**src/buere_pkg.sv**
```systemverilog
`default_nettype none

package buere_pkg;

  // ------------------------------------------------------------
  // Register access
  // ------------------------------------------------------------
  localparam logic [31:0] CHECK_ENABLE_INDEX = 32'h0000_0408; // Model-specific index
  localparam int          REG_WIDTH          = 64;            // Full register width
  localparam int          ENABLE_COUNT       = 20;            // Implemented enable bits
  localparam logic [19:0] ENABLE_RESET       = 20'h0_0000;    // Enable reset value
  localparam logic [43:0] RESERVED_VALUE     = 44'h000_0000_0000; // Bits 63..20

  // ------------------------------------------------------------
  // Enable bit positions
  // ------------------------------------------------------------
  localparam int SYS_READERR_PREFETCH_EN    = 0;
  localparam int SYS_READERR_TLBRELOAD_EN   = 1;
  localparam int SYS_READERR_ANY_EN         = 2;
  localparam int SYS_SINGLEBIT_TLBRELOAD_EN = 3;
  localparam int SYS_SINGLEBIT_PREFETCH_EN  = 4;
  localparam int SYS_MULTIBIT_TLBRELOAD_EN  = 5;
  localparam int SYS_MULTIBIT_PREFETCH_EN   = 6;
  localparam int TAG_PARITY_FETCH_EN        = 7;
  localparam int TAG_PARITY_TLBRELOAD_EN    = 8;
  localparam int TAG_PARITY_SNOOP_EN        = 9;
  localparam int TAG_PARITY_COPYBACK_EN     = 10;
  localparam int TAG_PARITY_SCRUB_EN        = 11;
  localparam int DATA_SINGLEBIT_TLBRELOAD_EN = 12;
  localparam int DATA_SINGLEBIT_SNOOP_EN    = 13;
  localparam int DATA_SINGLEBIT_COPYBACK_EN = 14;
  localparam int DATA_MULTIBIT_TLBRELOAD_EN = 15;
  localparam int DATA_MULTIBIT_SNOOP_EN     = 16;
  localparam int DATA_MULTIBIT_COPYBACK_EN  = 17;
  localparam int TAG_SINGLEBIT_SCRUB_EN     = 18;
  localparam int TAG_MULTIBIT_SCRUB_EN      = 19;

  // ------------------------------------------------------------
  // Error categories reported by the bus interface unit
  // ------------------------------------------------------------
  typedef enum logic [2:0] {
    KIND_SYS_READERR   = 3'h0, // System read data error
    KIND_SYS_MULTIBIT  = 3'h1, // System data multi-bit ECC
    KIND_SYS_SINGLEBIT = 3'h2, // System data single-bit ECC
    KIND_TAG_PARITY    = 3'h3, // L2 tag parity
    KIND_DATA_MULTIBIT = 3'h4, // L2 data multi-bit ECC
    KIND_DATA_SINGLEBIT = 3'h5, // L2 data single-bit ECC
    KIND_TAG_MULTIBIT  = 3'h6, // L2 tag multi-bit ECC
    KIND_TAG_SINGLEBIT = 3'h7  // L2 tag single-bit ECC
  } buere_kind_type;

  // ------------------------------------------------------------
  // Operation that met the error
  // ------------------------------------------------------------
  typedef enum logic [2:0] {
    OP_FETCH     = 3'h0, // Instruction or data cache fetch
    OP_TLBRELOAD = 3'h1, // Table walk reload
    OP_SNOOP     = 3'h2, // Snoop
    OP_COPYBACK  = 3'h3, // Copyback
    OP_SCRUB     = 3'h4, // Scrub
    OP_PREFETCH  = 3'h5  // Hardware prefetch
  } buere_op_type;

endpackage

`default_nettype wire

```
**src/buere_reg_if.sv**
```systemverilog
`timescale 1ns/1ns
`default_nettype none

// ------------------------------------------------------------
// Link between access decode and enable storage
// ------------------------------------------------------------
interface buere_reg_if;
  logic        wr_en;   // One-cycle write strobe
  logic [19:0] wr_data; // Written enable value
  logic [19:0] wr_mask; // Set bits block writing ones
  logic [19:0] enables; // Stored enables

  modport ctrl (output wr_en, output wr_data, output wr_mask, input enables);
  modport store (input wr_en, input wr_data, input wr_mask, output enables);
endinterface

`default_nettype wire

```
**src/buere_top.sv**
```systemverilog
`timescale 1ns/1ns
`default_nettype none

// How it works
// (RULE_01) Exception needs global and local enable
// (RULE_02) Local off: log error, no exception
// (RULE_03) Global off: neither log nor exception
// (RULE_04) Bits 19,18: tag scrub ECC enables
// (RULE_05) Bits 17..15: data multi-bit ECC enables
// (RULE_06) Bits 14..12: data single-bit ECC enables
// (RULE_07) Bits 11..7: tag parity enables
// (RULE_08) Bits 6..3: system data ECC enables
// (RULE_09) Bits 0,1: read errors prefetch, reload
// (RULE_10) Bit 2: read errors any operation
// (RULE_11) 64-bit register, 20 enables reset zero
// (RULE_12) Catch-all covers fetch, reload, prefetch
// (RULE_13) Instruction cache read enable needs bit 2
// (RULE_14) Mask bits block writing ones
// (RULE_15) Reserved bits read zero, writes ignored

module buere_top
(
  input  wire logic                   CLOCK,
  input  wire logic                   RESET,
  input  wire logic                   MSR_WR_EN,
  input  wire logic                   MSR_RD_EN,
  input  wire logic [31:0]            MSR_INDEX,
  input  wire logic [63:0]            MSR_WDATA,
  output var  logic [63:0]            MSR_RDATA,
  output var  logic                   MSR_RD_HIT,
  input  wire logic [19:0]            BUS_UNIT_ENABLE_WRITE_MASK,
  input  wire logic                   GLOBAL_BUS_UNIT_ENABLE,
  input  wire logic                   ERR_VALID,
  input  wire buere_pkg::buere_kind_type ERR_KIND,
  input  wire buere_pkg::buere_op_type   ERR_OP,
  input  wire logic                   ICACHE_READERR_EN,
  input  wire logic                   ICACHE_READERR_VALID,
  output var  logic                   LOG_STROBE,
  output var  buere_pkg::buere_kind_type LOG_KIND,
  output var  buere_pkg::buere_op_type   LOG_OP,
  output var  logic                   MCE_REQUEST,
  output var  logic                   ICACHE_READERR_REPORT
);

  // ------------------------------------------------------------
  // Local signals
  // ------------------------------------------------------------
  buere_reg_if regs ();          // Link to enable storage
  logic        index_hit;        // Access targets this register
  logic        local_enable;     // Selected local enable of event
  logic        log_nxt;          // Event is to be logged
  logic        mce_nxt;          // Event raises exception
  logic        ic_report_nxt;    // Instruction cache read error report
  logic [63:0] rdata_nxt;        // Read value

  // ------------------------------------------------------------
  // Enable storage
  // ------------------------------------------------------------
  // Twenty local enables, cleared by reset
  buere_enable_reg u_store
  (
    .clock (CLOCK),
    .reset (RESET),
    .regs  (regs.store)
  );

  // ------------------------------------------------------------
  // Register access decode
  // ------------------------------------------------------------

  // Index compare for both reads and writes
  assign index_hit = (MSR_INDEX == buere_pkg::CHECK_ENABLE_INDEX);

  // Write path: only low enables stored, upper bits dropped
  always_comb
  begin
    // Strobe only for this register's index
    regs.wr_en   = MSR_WR_EN & index_hit;
    // Reserved upper bits never reach storage
    regs.wr_data = MSR_WDATA[19:0]; // RULE_15
    // Mask applied inside the store
    regs.wr_mask = BUS_UNIT_ENABLE_WRITE_MASK; // RULE_14
  end

  // Read value: reserved bits forced to zero
  always_comb
  begin
    // Upper 44 bits are reserved
    rdata_nxt = {buere_pkg::RESERVED_VALUE, regs.enables}; // RULE_15
  end

  // Registered read data, zero when not hit
  always_ff @(posedge CLOCK or posedge RESET)
  begin
    if (RESET)
    begin
      // Read port idle after reset
      MSR_RDATA  <= 64'h0000_0000_0000_0000;
      MSR_RD_HIT <= 1'b0;
    end
    else
    begin
      // Hit flag stands for one cycle
      MSR_RD_HIT <= MSR_RD_EN & index_hit;
      if (MSR_RD_EN & index_hit)
      begin
        // Present the stored enables
        MSR_RDATA <= rdata_nxt; // RULE_11
      end
      else
      begin
        // Idle or foreign index reads zero
        MSR_RDATA <= 64'h0000_0000_0000_0000;
      end
    end
  end

  // ------------------------------------------------------------
  // Local enable selection per category and operation
  // ------------------------------------------------------------
  always_comb
  begin
    // Nothing enabled unless a branch says so
    local_enable = 1'b0;
    case (ERR_KIND)
      // System read data: catch-all or per operation
      buere_pkg::KIND_SYS_READERR:
      begin
        local_enable = regs.enables[buere_pkg::SYS_READERR_ANY_EN]; // RULE_10 RULE_12
        if (ERR_OP == buere_pkg::OP_PREFETCH)
        begin
          // Prefetch has its own enable as well
          local_enable = local_enable | regs.enables[buere_pkg::SYS_READERR_PREFETCH_EN]; // RULE_09
        end
        else if (ERR_OP == buere_pkg::OP_TLBRELOAD)
        begin
          // Table walk reload has its own enable as well
          local_enable = local_enable | regs.enables[buere_pkg::SYS_READERR_TLBRELOAD_EN]; // RULE_09
        end
      end
      // System data multi-bit ECC
      buere_pkg::KIND_SYS_MULTIBIT:
      begin
        if (ERR_OP == buere_pkg::OP_PREFETCH)
        begin
          // Multi-bit error on a prefetch
          local_enable = regs.enables[buere_pkg::SYS_MULTIBIT_PREFETCH_EN]; // RULE_08
        end
        else if (ERR_OP == buere_pkg::OP_TLBRELOAD)
        begin
          // Multi-bit error on a table walk reload
          local_enable = regs.enables[buere_pkg::SYS_MULTIBIT_TLBRELOAD_EN]; // RULE_08
        end
      end
      // System data single-bit ECC
      buere_pkg::KIND_SYS_SINGLEBIT:
      begin
        if (ERR_OP == buere_pkg::OP_PREFETCH)
        begin
          // Single-bit error on a prefetch
          local_enable = regs.enables[buere_pkg::SYS_SINGLEBIT_PREFETCH_EN]; // RULE_08
        end
        else if (ERR_OP == buere_pkg::OP_TLBRELOAD)
        begin
          // Single-bit error on a table walk reload
          local_enable = regs.enables[buere_pkg::SYS_SINGLEBIT_TLBRELOAD_EN]; // RULE_08
        end
      end
      // L2 tag parity by operation
      buere_pkg::KIND_TAG_PARITY:
      begin
        // One enable per operation, none for prefetch
        case (ERR_OP)
          buere_pkg::OP_SCRUB:     local_enable = regs.enables[buere_pkg::TAG_PARITY_SCRUB_EN];     // RULE_07
          buere_pkg::OP_COPYBACK:  local_enable = regs.enables[buere_pkg::TAG_PARITY_COPYBACK_EN];  // RULE_07
          buere_pkg::OP_SNOOP:     local_enable = regs.enables[buere_pkg::TAG_PARITY_SNOOP_EN];     // RULE_07
          buere_pkg::OP_TLBRELOAD: local_enable = regs.enables[buere_pkg::TAG_PARITY_TLBRELOAD_EN]; // RULE_07
          buere_pkg::OP_FETCH:     local_enable = regs.enables[buere_pkg::TAG_PARITY_FETCH_EN];     // RULE_07
          default:                 local_enable = 1'b0;
        endcase
      end
      // L2 data multi-bit ECC by operation
      buere_pkg::KIND_DATA_MULTIBIT:
      begin
        // No enable for fetch, scrub or prefetch
        case (ERR_OP)
          buere_pkg::OP_COPYBACK:  local_enable = regs.enables[buere_pkg::DATA_MULTIBIT_COPYBACK_EN];  // RULE_05
          buere_pkg::OP_SNOOP:     local_enable = regs.enables[buere_pkg::DATA_MULTIBIT_SNOOP_EN];     // RULE_05
          buere_pkg::OP_TLBRELOAD: local_enable = regs.enables[buere_pkg::DATA_MULTIBIT_TLBRELOAD_EN]; // RULE_05
          default:                 local_enable = 1'b0;
        endcase
      end
      // L2 data single-bit ECC by operation
      buere_pkg::KIND_DATA_SINGLEBIT:
      begin
        // No enable for fetch, scrub or prefetch
        case (ERR_OP)
          buere_pkg::OP_COPYBACK:  local_enable = regs.enables[buere_pkg::DATA_SINGLEBIT_COPYBACK_EN];  // RULE_06
          buere_pkg::OP_SNOOP:     local_enable = regs.enables[buere_pkg::DATA_SINGLEBIT_SNOOP_EN];     // RULE_06
          buere_pkg::OP_TLBRELOAD: local_enable = regs.enables[buere_pkg::DATA_SINGLEBIT_TLBRELOAD_EN]; // RULE_06
          default:                 local_enable = 1'b0;
        endcase
      end
      // L2 tag ECC, scrub only
      buere_pkg::KIND_TAG_MULTIBIT:
      begin
        if (ERR_OP == buere_pkg::OP_SCRUB)
        begin
          // Multi-bit tag error found by a scrub
          local_enable = regs.enables[buere_pkg::TAG_MULTIBIT_SCRUB_EN]; // RULE_04
        end
      end
      // Single-bit tag ECC, scrub only
      buere_pkg::KIND_TAG_SINGLEBIT:
      begin
        if (ERR_OP == buere_pkg::OP_SCRUB)
        begin
          // Single-bit tag error found by a scrub
          local_enable = regs.enables[buere_pkg::TAG_SINGLEBIT_SCRUB_EN]; // RULE_04
        end
      end
      // Unknown category never raises an exception
      default:
      begin
        local_enable = 1'b0;
      end
    endcase
  end

  // ------------------------------------------------------------
  // Gating against the global unit enable
  // ------------------------------------------------------------
  always_comb
  begin
    // Logged whenever the unit is globally enabled
    log_nxt = ERR_VALID & GLOBAL_BUS_UNIT_ENABLE; // RULE_02 RULE_03
    // Exception needs the local enable on top
    mce_nxt = log_nxt & local_enable; // RULE_01
    // Instruction cache read errors lean on the catch-all bit
    ic_report_nxt = ICACHE_READERR_VALID & ICACHE_READERR_EN
                  & regs.enables[buere_pkg::SYS_READERR_ANY_EN]; // RULE_13
  end

  // ------------------------------------------------------------
  // Registered event outputs
  // ------------------------------------------------------------

  // Log strobe with captured category and operation
  always_ff @(posedge CLOCK or posedge RESET)
  begin
    if (RESET)
    begin
      // No pending log after reset
      LOG_STROBE <= 1'b0;
      LOG_KIND   <= buere_pkg::KIND_SYS_READERR;
      LOG_OP     <= buere_pkg::OP_FETCH;
    end
    else
    begin
      // Strobe stands one cycle per event
      LOG_STROBE <= log_nxt; // RULE_02 RULE_03
      if (log_nxt)
      begin
        // Fields hold until the next logged event
        LOG_KIND <= ERR_KIND;
        LOG_OP   <= ERR_OP;
      end
    end
  end

  // Machine check request pulse
  always_ff @(posedge CLOCK or posedge RESET)
  begin
    if (RESET)
    begin
      // No exception pending after reset
      MCE_REQUEST <= 1'b0;
    end
    else
    begin
      // One pulse per enabled event
      MCE_REQUEST <= mce_nxt; // RULE_01
    end
  end

  // Instruction cache read error report pulse
  always_ff @(posedge CLOCK or posedge RESET)
  begin
    if (RESET)
    begin
      // No report pending after reset
      ICACHE_READERR_REPORT <= 1'b0;
    end
    else
    begin
      // One pulse per gated event
      ICACHE_READERR_REPORT <= ic_report_nxt; // RULE_13
    end
  end

endmodule

`default_nettype wire

```
**src/buere_enable_reg.sv**
```systemverilog
`timescale 1ns/1ns
`default_nettype none

module buere_enable_reg
(
  input  wire logic  clock,
  input  wire logic  reset,
  buere_reg_if.store regs
);

  // ------------------------------------------------------------
  // Enable storage
  // ------------------------------------------------------------
  logic [19:0] enables_r;   // Stored local enables
  logic [19:0] enables_nxt; // Value after a write

  // Masked bits may be cleared but never set by a write
  always_comb
  begin
    enables_nxt = regs.wr_data & ~regs.wr_mask; // RULE_14
  end

  // Reset to zero, load on write strobe
  always_ff @(posedge clock or posedge reset)
  begin
    if (reset)
    begin
      enables_r <= buere_pkg::ENABLE_RESET; // RULE_11
    end
    else if (regs.wr_en)
    begin
      enables_r <= enables_nxt; // RULE_11
    end
  end

  assign regs.enables = enables_r;

endmodule

`default_nettype wire

```
**config.mk**
```make
export PLATFORM = sky130hd
export DESIGN_NAME = buere_top
export DESIGN_NICKNAME = d
export VERILOG_FILES = /design/src/buere_pkg.sv /design/src/buere_reg_if.sv /design/src/buere_top.sv /design/src/buere_enable_reg.sv
export SDC_FILE = /design/constraint.sdc
export NUM_CORES = 1
export LEC_CHECK = 0
export BUFFER_PORTS_ARGS = -buffer_cell sky130_fd_sc_hd__buf_2
export CORE_AREA = 2 2 89 82
export DETAILED_ROUTE_END_ITERATION = 6
export DIE_AREA = 0 0 91 84
export PLACE_DENSITY = 0.8
export SLEW_MARGIN = 20
export SYNTH_ARGS = -nofsm -noshare
export SYNTH_HDL_FRONTEND = slang
export SYNTH_SLANG_ARGS = --single-unit
```
**constraint.sdc**
```tcl
create_clock -name CLOCK -period 1.6 [get_ports CLOCK]
set_input_delay 0.24 -clock CLOCK [delete_from_list [all_inputs] [get_ports CLOCK]]
set_output_delay 0.24 -clock CLOCK [all_outputs]
set_load 0.02 [all_outputs]
```
==> impl_metrics.csv, run 1 <==
group,metric,value,unit
critical_path,ff2ff_setup_slack,0.16,ns
synthesis,syn_avg_cell_area,12.23,sq um
cells_and_area,n_antenna_cell,0,
synthesis,synthTopCellsByCount,"dfrtp_1, buf_4, and3_1, mux2_4, nor2b_1",
global_routing,gr-total-overflow,0,
critical_path,slowest_delay,0.31,ns
clock_network,cts_tree,"yes",
timing,final_hold_viol_count,0,
synthesis,yosysWarnings,0,
critical_path,cp_slowest_cell,"mux2_4",
route,drc,0,
timing,rsz0062_at_grt,"no",
synthesis,synth_top_area_share,47.80,%
floorplanning,die-area,0.007644,sq mm
route,drtPass1Iterations,4,
power,p_seq_share,53.7,%
place,gp_congestion,0.7603,
power,ir_drop,0.3091,mV
critical_path,cp-end-kind,"flop",
critical_path,worst_ep_required_time,1.79,ns
power,p_switching,0.0006392,W
clock_network,clkLatencyLatePin,0.30,ns
power,switching_share,26.43,%
critical_path,cp-start-kind,"input pin",
synthesis,synth_seq_cells,50,
critical_path,crit_type,"input pin to flop",
clock_network,cts.sinks,50,
synthesis,syn_inst,214,
synthesis,synth_compound_area_share,2.008,%
global_routing,grt_max_degree,35,
power,leakage,1.822,nW
synthesis,async_reset_ff_share,100.0,%
cells_and_area,final_cells,427,
floorplanning,rows,29,
route,wl_per_cell,12.27,microns
timing,finClkSkew,0.003419,ns
clock_network,clk_pin_slew_worst_paths,0.08,ns
synthesis,synth.most_common_cell,"dfrtp_1",
floorplanning,die_y,84,microns
place,placed_cell_area,0.003141,sq mm
synthesis,synth_top_family_by_area,"multiplexers",
route,finalWirelength,5239,microns
route,vias_per_cell,4.335,
global_routing,grt_pass1_vias,1794,
clock_network,post_cts.repair.setup_buffers,0,
power,clkPwrFrac,30.6,%
clock_network,cts_made_buffers,5,
critical_path,r2r_cells,4,
power,share_comb_of_total_power,15.6,%
critical_path,crit_arrival,1.63,ns
synthesis,synth_flop_cell,"dfrtp_1",
critical_path,reg2reg_to,"MCE_REQUEST$_DFF_PP0_",
place,hpwl,4203,microns
place,port_buffers,115,
job,maxCapViolCount,0,
floorplanning,ios,204,
synthesis,synth_adder_area_share,0,%
clock_network,cts_root_buf,"clkbuf_8",
synthesis,synth_top_area_cell,"dfrtp_1",
synthesis,synthXorXnorAreaFrac,0,%
route,drtAntennaViolNets,0,
clock_network,clockBufferDepth,2,
timing,hold_slack,0.1819,ns
floorplanning,start_util,38.37,%
cells_and_area,fin_nets,463,
route,drt_iter0_drc,60,
place,dpl.cell_count,418,
critical_path,reg2reg_from,"u_store.regs.enables[17]$_DFFE_PP0P_",
critical_path,path_max_fanout,14,
global_routing,antenna_found_initial,0,
power,internal_power,0.001779,W
synthesis,synth_cell_types,32,
cells_and_area,fin_area,0.003242,sq mm
timing,setup_viol,0,
synthesis,syn_area,0.002618,sq mm
global_routing,grt_usage,13.51,%
power,power.density,746.0,mW/mm^2
timing,drv_slew,0,
synthesis,synth-simple-area-share,17.21,%
synthesis,synth_area_leaders,"dfrtp_1, buf_4, mux2_4",
min_path,hp-start,"ICACHE_READERR_EN",
timing,fmax,0.6948,GHz
synthesis,synthMuxAreaShare,17.26,%
min_path,worstHoldPathType,"input pin to flop",
critical_path,path_cells,"buf_2 -> nor4_2 -> nand4_1 -> nor2_2 -> and2_4 -> buf_12 -> mux2_4",
floorplanning,core_area,0.006822,sq mm
cells_and_area,areaGrowthSynthToFinish,23.85,%
min_path,min_to,"ICACHE_READERR_REPORT$_DFF_PP0_",
clock_network,htreeDepth,2,
place,dp_slack,-0.2192,ns
global_routing,grt_pass1_wl,8176,microns
status,outcome,"finished, final reports clean",
synthesis,seq_area_frac_synth,47.80,%
timing,timing.final.ws_setup,0.1607,ns
route,dr_total_vias,1851,
timing,post-route-min-period,1.439,ns
floorplanning,die_x,91,microns
min_path,hold_depth,2,
cells_and_area,layout-drive-gt1-share,49.70,%
timing,fin_crit_sh,89.95,%
synthesis,synth_edf_count,0,
## area by class of cell
cell class	instances	area (sq um)
inverters	2	7.507
flip-flops and latches	50	1251
fillers	654	3580
repair buffers	122	655.6
clock inverters	1	5.005
multi-input cells	152	1120
clock buffers	7	86.33
well taps	93	116.4
## timing repair
| action | 4_1_cts | 5_1_grt |
|---|---|---|
| endpoints found under the setup margin | 0 | 0 |
| endpoints found under the hold margin | 16 | 0 |
| hold buffers | 1 | 0 |
| gates resized for setup | 0 | 0 |
## kinds of logic after synthesis
kind of cell / after synthesis
simple gates: 68
buf+inv: 55
flops: 50
mux: 33
compound gates: 7
other cells: 1
## layout by cell type, fill, tap and decap left out, drive strengths merged
| cell | count |
|---|---|
| a21oi | 1 |
| a31oi | 1 |
| a32o | 1 |
| and2 | 2 |
| and3 | 21 |
| buf | 121 |
| clkbuf | 7 |
| clkinv | 1 |
| conb | 44 |
| dfrtp | 50 |
| dlygate4sd3 | 1 |
| inv | 2 |
| mux2 | 27 |
| mux2i | 5 |
| mux4 | 1 |
| nand2 | 3 |
| nand2b | 2 |
| nand3 | 1 |
| nand4 | 2 |
| nor2 | 5 |
| nor2b | 20 |
| nor3 | 2 |
| nor4 | 8 |
| nor4b | 2 |
| o21ai | 1 |
| o221ai | 2 |
| o22a | 1 |
## worst max path at each step
stage / depth (start not counted) / end / slack, ns / from
2_1_floorplan: 6 / u_store.regs.enables[0]$_DFFE_PP0P_ / 0.11 / MSR_INDEX[18]
3_3_place_gp: 7 / u_store.regs.enables[4]$_DFFE_PP0P_ / -0.20 / MSR_INDEX[17]
3_5_place_dp: 7 / u_store.regs.enables[0]$_DFFE_PP0P_ / -0.22 / MSR_INDEX[17]
4_1_cts: 7 / u_store.regs.enables[11]$_DFFE_PP0P_ / 0.10 / MSR_INDEX[17]
5_1_grt: 7 / u_store.regs.enables[4]$_DFFE_PP0P_ / 0.05 / MSR_INDEX[17]
6_report: 7 / u_store.regs.enables[11]$_DFFE_PP0P_ / 0.16 / MSR_INDEX[17]
## metrics by stage
step / total power (W) / TNS [ns] / utilization [%]
6_report: 0.002418 / 0 / 47.52
5_1_grt: 0.002519 / 0 / 47.52
4_1_cts: 0.002431 / 0 / 47.52
3_5_place_dp: 0.001704 / -3.938 / 46.04
3_3_place_gp: 0.001697 / -3.650 / 46.04
2_1_floorplan: 0.001621 / 0 / -
## state kept, by name (all words and copies together), names as in the netlist
| register | cells |
|---|---|
| LOG_KIND | 3 |
| MSR_RD_HIT | 1 |
| LOG_OP | 3 |
| MCE_REQUEST | 1 |
| ICACHE_READERR_REPORT | 1 |
| u_store.regs.enables | 20 |
| MSR_RDATA | 20 |
| LOG_STROBE | 1 |
## power by group through the flow
stage / Sequential (W) / Clock (W) / Combinational (W)
floorplan: 0.00135 / 0 / 0.000268
finish: 0.00130 / 0.000740 / 0.000378
global route: 0.00130 / 0.000803 / 0.000415
CTS: 0.00130 / 0.000750 / 0.000382
global placement: 0.00132 / 0 / 0.000373
detailed placement: 0.00132 / 0 / 0.000379
## worst max-delay path, delay by kind of cell
| kind | cells | cell delay, ns |
|---|---|---|
| buf+inv | 2 | 0.27 |
| mux | 1 | 0.31 |
| simple gates | 4 | 0.79 |
## routing by layer
metal  share of wire (%)  routed length, microns  vias up  GRT usage [%]
li1                    -                       -      879              -
met1                  39                    2038      870          15.35
met2                  52                    2707       97          25.25
met3                 8.3                     436        5          2.620
met4                 1.1                      56        0          4.408
met5                   0                       0        -              0
Note: power is estimated with default switching activity, not from simulation.
==> run 2, diff against run 1 <==
--- a/config.mk
+++ b/config.mk
@@ -10,6 +10,7 @@
 export DETAILED_ROUTE_END_ITERATION = 6
 export DIE_AREA = 0 0 91 84
 export PLACE_DENSITY = 0.8
+export RECOVER_POWER = 100
 export SLEW_MARGIN = 20
 export SYNTH_ARGS = -nofsm -noshare
 export SYNTH_HDL_FRONTEND = slang
==> constraint.sdc (replaced) <==
create_clock -name CLOCK -period 1.6 [get_ports CLOCK]
set_input_delay 0 -clock CLOCK [delete_from_list [all_inputs] [get_ports CLOCK]]
set_output_delay 0 -clock CLOCK [all_outputs]
set_load 0.02 [all_outputs]
==> impl_metrics.csv, run 2 (synthesized netlist as in run 1, its figures left out) <==
group,metric,value,unit
critical_path,reg2reg_from,"u_store.regs.enables[13]$_DFFE_PP0P_",
global_routing,met1_usage,16.03,%
power,leakage,1.710,nW
global_routing,gr-total-overflow,0,
timing,hold_slack,0.05346,ns
timing,rsz0062_at_grt,"no",
global_routing,busiest_layer,"met2",
cells_and_area,fin_nets,466,
global_routing,antenna_found_initial,0,
route,drtPass1Iterations,4,
timing,post-route-min-period,1.447,ns
timing,tightest_slew,0.7173,ns
critical_path,worst_ep_required_time,1.79,ns
clock_network,clockBufferDepth,2,
route,vias_per_cell,4.258,
power,ir_drop,0.3897,mV
clock_network,post_cts.repair.setup_buffers,0,
place,hpwl,4192,microns
cells_and_area,final_cell_mix,"buf_2, dfrtp_1, conb_1",
clock_network,cts_made_buffers,5,
cells_and_area,areaGrowthSynthToFinish,22.18,%
place,gp_congestion,0.7747,
critical_path,path_max_fanout,3,
global_routing,grt_usage,14.00,%
critical_path,cp-end-kind,"flop",
clock_network,cts_tree,"yes",
clock_network,cts.sinks,50,
critical_path,startpoint,"u_store.regs.enables[13]$_DFFE_PP0P_",
timing,fmax,0.6911,GHz
cells_and_area,final_cells,430,
global_routing,grt_pass1_vias,1814,
clock_network,clk_pin_slew_worst_paths,0.09,ns
floorplanning,die-area,0.007644,sq mm
critical_path,cp-start-kind,"flop",
status,outcome,"finished, final reports clean",
cells_and_area,fillers,664,
timing,slew_headroom,52.18,%
timing,timing.final.ws_setup,0.1530,ns
route,finalWirelength,5398,microns
clock_network,cts_root_buf,"clkbuf_8",
route,drtAntennaViolNets,0,
clock_network,clkLatencyLatePin,0.29,ns
global_routing,grt_util_met3,2.258,%
floorplanning,die_x,91,microns
place,port_buffers,115,
floorplanning,rows,29,
floorplanning,ios,204,
cells_and_area,layout_commonest_cell,"buf_2",
place,dp_slack,0.05196,ns
critical_path,crit_type,"flop to flop",
floorplanning,die_y,84,microns
timing,finClkSkew,0.002025,ns
critical_path,endpoint,"MCE_REQUEST$_DFF_PP0_",
global_routing,grt_max_degree,33,
timing,final_hold_viol_count,0,
critical_path,r2r_cells,4,
global_routing,grt_pass1_wl,8459,microns
route,dr_total_vias,1831,
clock_network,htreeDepth,2,
place,dpl.cell_count,417,
floorplanning,core_area,0.006822,sq mm
timing,setup_viol,0,
timing,fin_crit_sh,90.44,%
route,wl_per_cell,12.55,microns
route,drc,0,
power,power.density,792.5,mW/mm^2
min_path,hp-start,"MSR_WDATA[2]",
min_path,worstHoldPathType,"input pin to flop",
floorplanning,start_util,38.37,%
cells_and_area,layout-drive-gt1-share,36.20,%
global_routing,grt_util_met2,26.20,%
critical_path,crit_arrival,1.64,ns
timing,drv_slew,0,
job,maxCapViolCount,0,
timing,fin_setup_tns,0,ns
cells_and_area,n_antenna_cell,0,
critical_path,reg2reg_to,"MCE_REQUEST$_DFF_PP0_",
critical_path,ff2ff_setup_slack,0.15,ns
route,drt_iter0_drc,50,
## run 2: cell types whose count changed in the layout (fill, tap and decap cells not counted), sizes merged
cell	before	now
clkinv	1	0
dlygate4sd3	1	5
bufinv	0	1
buf	121	87
clkbuf	7	39
clkinvlp	0	1
## run 2: what timing repair did
action                                  in CTS  in global routing
hold buffers                                 5                  0
resized for setup                            0                  0
endpoints found under the setup margin       0                  0
endpoints found under the hold margin       22                  0
## run 2: how the worst min path moves through the flow
stage / endpoint / slack [ns] / cells past startpoint
final: u_store.regs.enables[2]$_DFFE_PP0P_ / 0.05 / 3
after global routing: LOG_KIND[1]$_DFFE_PP0P_ / 0.07 / 2
after CTS: u_store.regs.enables[2]$_DFFE_PP0P_ / 0.05 / 3
after detailed placement: MSR_RDATA[12]$_DFF_PP0_ / 0.01 / 2
after global placement: MSR_RDATA[12]$_DFF_PP0_ / 0.003 / 2
after floorplan: LOG_KIND[1]$_DFFE_PP0P_ / 0.15 / 1
## run 2: report_power, final
group	total, W	switching [W]	internal (W)
registers	0.00130	0.0000138	0.00129
clock network	0.000862	0.000396	0.000466
logic	0.000372	0.000236	0.000136
total	0.00253	0.000646	0.00189
## run 2: cell type report
type,count,area [sq um],share of cell area (%)
inverters,2,7.507,0.2347
multi-input cells,152,1081,33.80
clock buffers,6,72.57,2.269
repair buffers,125,631.9,19.76
clock inverters,2,37.54,1.174
well taps,93,116.4,3.639
flip-flops and latches,50,1251,39.12
## run 2: critical path, cell delays in order, from the launching register on
cell     delay, ns
dfrtp_1       0.41
mux4_2        0.48
nand3_1       0.09
o21ai_0       0.10
a32o_1        0.27
## run 2: per-layer routing
layer | share of wire (%) | wire [microns]
met1 | 38 | 2076
met2 | 52 | 2804
met3 | 8.3 | 448
met4 | 1.3 | 68
met5 | 0 | 0
## run 2: stage by stage
step                utilization [%]  power [W]  instance area, sq um
floorplan                         -   0.001621                  2779
global placement              45.93   0.001696                  3133
detailed placement            45.93   0.001704                  3133
CTS                           48.28   0.002563                  3293
global route                  46.88   0.002631                  3198
finish                        46.88   0.002535                  3198
==> run 3, diff against run 2 <==
--- a/config.mk
+++ b/config.mk
@@ -5,12 +5,16 @@
 export SDC_FILE = /design/constraint.sdc
 export NUM_CORES = 1
 export LEC_CHECK = 0
+export ABC_AREA = 1
 export BUFFER_PORTS_ARGS = -buffer_cell sky130_fd_sc_hd__buf_2
-export CORE_AREA = 2 2 89 82
+export CELL_PAD_IN_SITES_DETAIL_PLACEMENT = 1
+export CELL_PAD_IN_SITES_GLOBAL_PLACEMENT = 1
+export CORE_AREA = 2 2 109 100
 export DETAILED_ROUTE_END_ITERATION = 6
-export DIE_AREA = 0 0 91 84
-export PLACE_DENSITY = 0.8
+export DIE_AREA = 0 0 111 102
+export PLACE_DENSITY = 0.81
 export RECOVER_POWER = 100
+export SKIP_LAST_GASP = 1
 export SLEW_MARGIN = 20
 export SYNTH_ARGS = -nofsm -noshare
 export SYNTH_HDL_FRONTEND = slang
==> impl_metrics.csv, run 3 <==
group,metric,value,unit
global_routing,grt_pass1_wl,12090,microns
critical_path,path_max_fanout,1,
status,violations,"hold timing",
route,dr_total_vias,2492,
timing,fin_crit_sh,70.52,%
clock_network,cts.sinks,50,
synthesis,syn_area,0.002694,sq mm
clock_network,clockBufferDepth,2,
job,maxCapViolCount,0,
synthesis,synth_seq_cells,50,
route,wl_per_cell,12.13,microns
global_routing,grt_pass1_vias,2648,
power,leakage,1.901,nW
route,vias_per_cell,4.105,
clock_network,clkLatencyLatePin,0.29,ns
place,dpl.cell_count,580,
min_path,hp-start,"BUS_UNIT_ENABLE_WRITE_MASK[6]",
critical_path,crit_type,"input pin to flop",
clock_network,clk_pin_slew_worst_paths,0.06,ns
timing,hold_slack,-0.0009295,ns
critical_path,worst_ep_required_time,1.78,ns
clock_network,post_cts.repair.setup_buffers,0,
cells_and_area,layout_commonest_cell,"buf_2",
floorplanning,ios,204,
synthesis,syn_inst,344,
critical_path,cp-start-kind,"input pin",
synthesis,seq_area_frac_synth,46.45,%
clock_network,htreeDepth,2,
place,hpwl,5747,microns
route,drtAntennaViolNets,0,
route,drtPass1Iterations,4,
timing,rsz0062_at_grt,"no",
synthesis,syn_avg_cell_area,7.831,sq um
cells_and_area,fin_nets,607,
route,drt_iter0_drc,81,
timing,final_hold_viol_count,2,
route,drc,0,
clock_network,cts_made_buffers,5,
place,port_buffers,115,
floorplanning,core_area,0.01012,sq mm
cells_and_area,multi_input_area,988.4,sq um
global_routing,gr-total-overflow,0,
cells_and_area,final_cells,607,
synthesis,synth_cell_types,21,
synthesis,synth.most_common_cell,"nand2_1",
power,ir_drop,0.4371,mV
place,gp_congestion,0.7868,
synthesis,synth_area_leaders,"dfrtp_1, buf_4, nand2_1",
timing,fin_setup_tns,0,ns
cells_and_area,final_cell_mix,"buf_2, nand2_1, inv_1",
timing,fmax,0.8862,GHz
power,power.density,816.7,mW/mm^2
min_path,worstHoldPathType,"input pin to flop",
synthesis,yosysWarnings,0,
cells_and_area,layout-drive-gt1-share,22.80,%
timing,tightest_slew,0.9427,ns
status,outcome,"finished with violations",
synthesis,synth_top_area_cell,"dfrtp_1",
global_routing,antenna_found_initial,0,
timing,drv_slew,0,
timing,post-route-min-period,1.128,ns
cells_and_area,regArea,0.001251,sq mm
critical_path,cp-end-kind,"flop",
critical_path,startpoint,"ICACHE_READERR_EN",
floorplanning,rows,35,
critical_path,reg2reg_from,"u_store.regs.enables[7]$_DFFE_PP0P_",
route,finalWirelength,7363,microns
critical_path,crit_arrival,1.31,ns
synthesis,synth_flop_cell,"dfrtp_1",
floorplanning,die_y,102,microns
timing,slew_headroom,37.08,%
cells_and_area,n_antenna_cell,0,
floorplanning,die-area,0.01132,sq mm
clock_network,cts_root_buf,"clkbuf_16",
synthesis,synthTopCellsByCount,"nand2_1, inv_1, dfrtp_1",
floorplanning,die_x,111,microns
cells_and_area,areaGrowthSynthToFinish,30.98,%
global_routing,grt_max_degree,27,
synthesis,synth_top_area_share,46.45,%
global_routing,grt_usage,13.28,%
timing,finClkSkew,0.008749,ns
synthesis,async_reset_ff_share,100.0,%
timing,setup_viol,0,
cells_and_area,fillers,1303,
floorplanning,start_util,26.63,%
cells_and_area,fin_util,34.88,%
clock_network,cts_tree,"yes",
synthesis,synth_edf_count,0,
run 3: cell types whose count changed after synthesis, sizes merged, moves of 4 or more:
cell and delta:
mux2 -27, nor2b -20, nand2 +72, nor2 +53
o21ai +5, mux2i -5, nor4 -4, and3 -21
nand3 +32, inv +49
run 3: final timing paths:
path | slack (ns) | cells after the start | endpoint
min in group asynchronous | 0.47 | 3 | MSR_RDATA[7]$_DFF_PP0_
worst max-delay path | 0.47 | 5 | ICACHE_READERR_REPORT$_DFF_PP0_
max in group asynchronous | 0.49 | 4 | u_store.regs.enables[13]$_DFFE_PP0P_
worst min-delay path | -0.0009 | 4 | u_store.regs.enables[6]$_DFFE_PP0P_
worst min register to register | 0.49 | 2 | LOG_OP[2]$_DFFE_PP0P_
worst max register to register | 0.51 | 6 | MCE_REQUEST$_DFF_PP0_
run 3: layout make-up:
cell class / instances / area share [%]
Clock buffer: 5 / 3.546
Inverter: 51 / 5.426
Tap cell: 129 / 4.574
Sequential cell: 50 / 35.46
Timing Repair Buffer: 138 / 21.70
Multi-Input combinational cell: 231 / 28.01
Clock inverter: 3 / 1.277
run 3: power breakdown:
part           total, W  switching, W  internal, W
Sequential      0.00130     0.0000100      0.00129
Combinational  0.000412      0.000265     0.000147
Clock           0.00117      0.000438     0.000736
Total           0.00288      0.000713      0.00217
run 3: cell families after synthesis:
group | synth area share (%)
and+or+nand+nor | 29.31
buffers and inverters | 21.92
DFF | 46.45
AOI/OAI and AO/OA | 2.183
other | 0.1392
run 3: stage by stage:
step                worst slack (ns)  hold WS [ns]  area [sq um]  total power [W]
floorplan                     0.3988        0.1079          2855         0.001616
detailed placement            0.3526       0.07388          3236         0.001697
global placement              0.3586       0.06881          3236         0.001684
global route                  0.2721       0.01809          3528         0.003020
CTS                           0.5099     0.0001862          3596         0.002923
finish                        0.4716    -0.0009295          3528         0.002882
run 3: timing repair:
| item | in CTS | in global routing |
|---|---|---|
| endpoints found under the hold margin | 42 | 0 |
| hold buffers | 19 | 0 |
| resized for setup | 0 | 0 |
run 3: critical path, cell delays in order:
cell and delay, ns:
dlygate4sd3_1 0.55, buf_2 0.12, nand2_1 0.05, dlygate4sd3_1 0.55, nor2_1 0.04
run 3: routing by layer:
metal	track usage, %	routed length, microns	vias to the layer above	part of all wire [%]
li1	-	-	1212	-
met1	14.47	2954	1137	40
met2	26.05	3693	128	50
met3	2.254	543	15	7.4
met4	5.096	171	0	2.3
met5	0	0	-	0
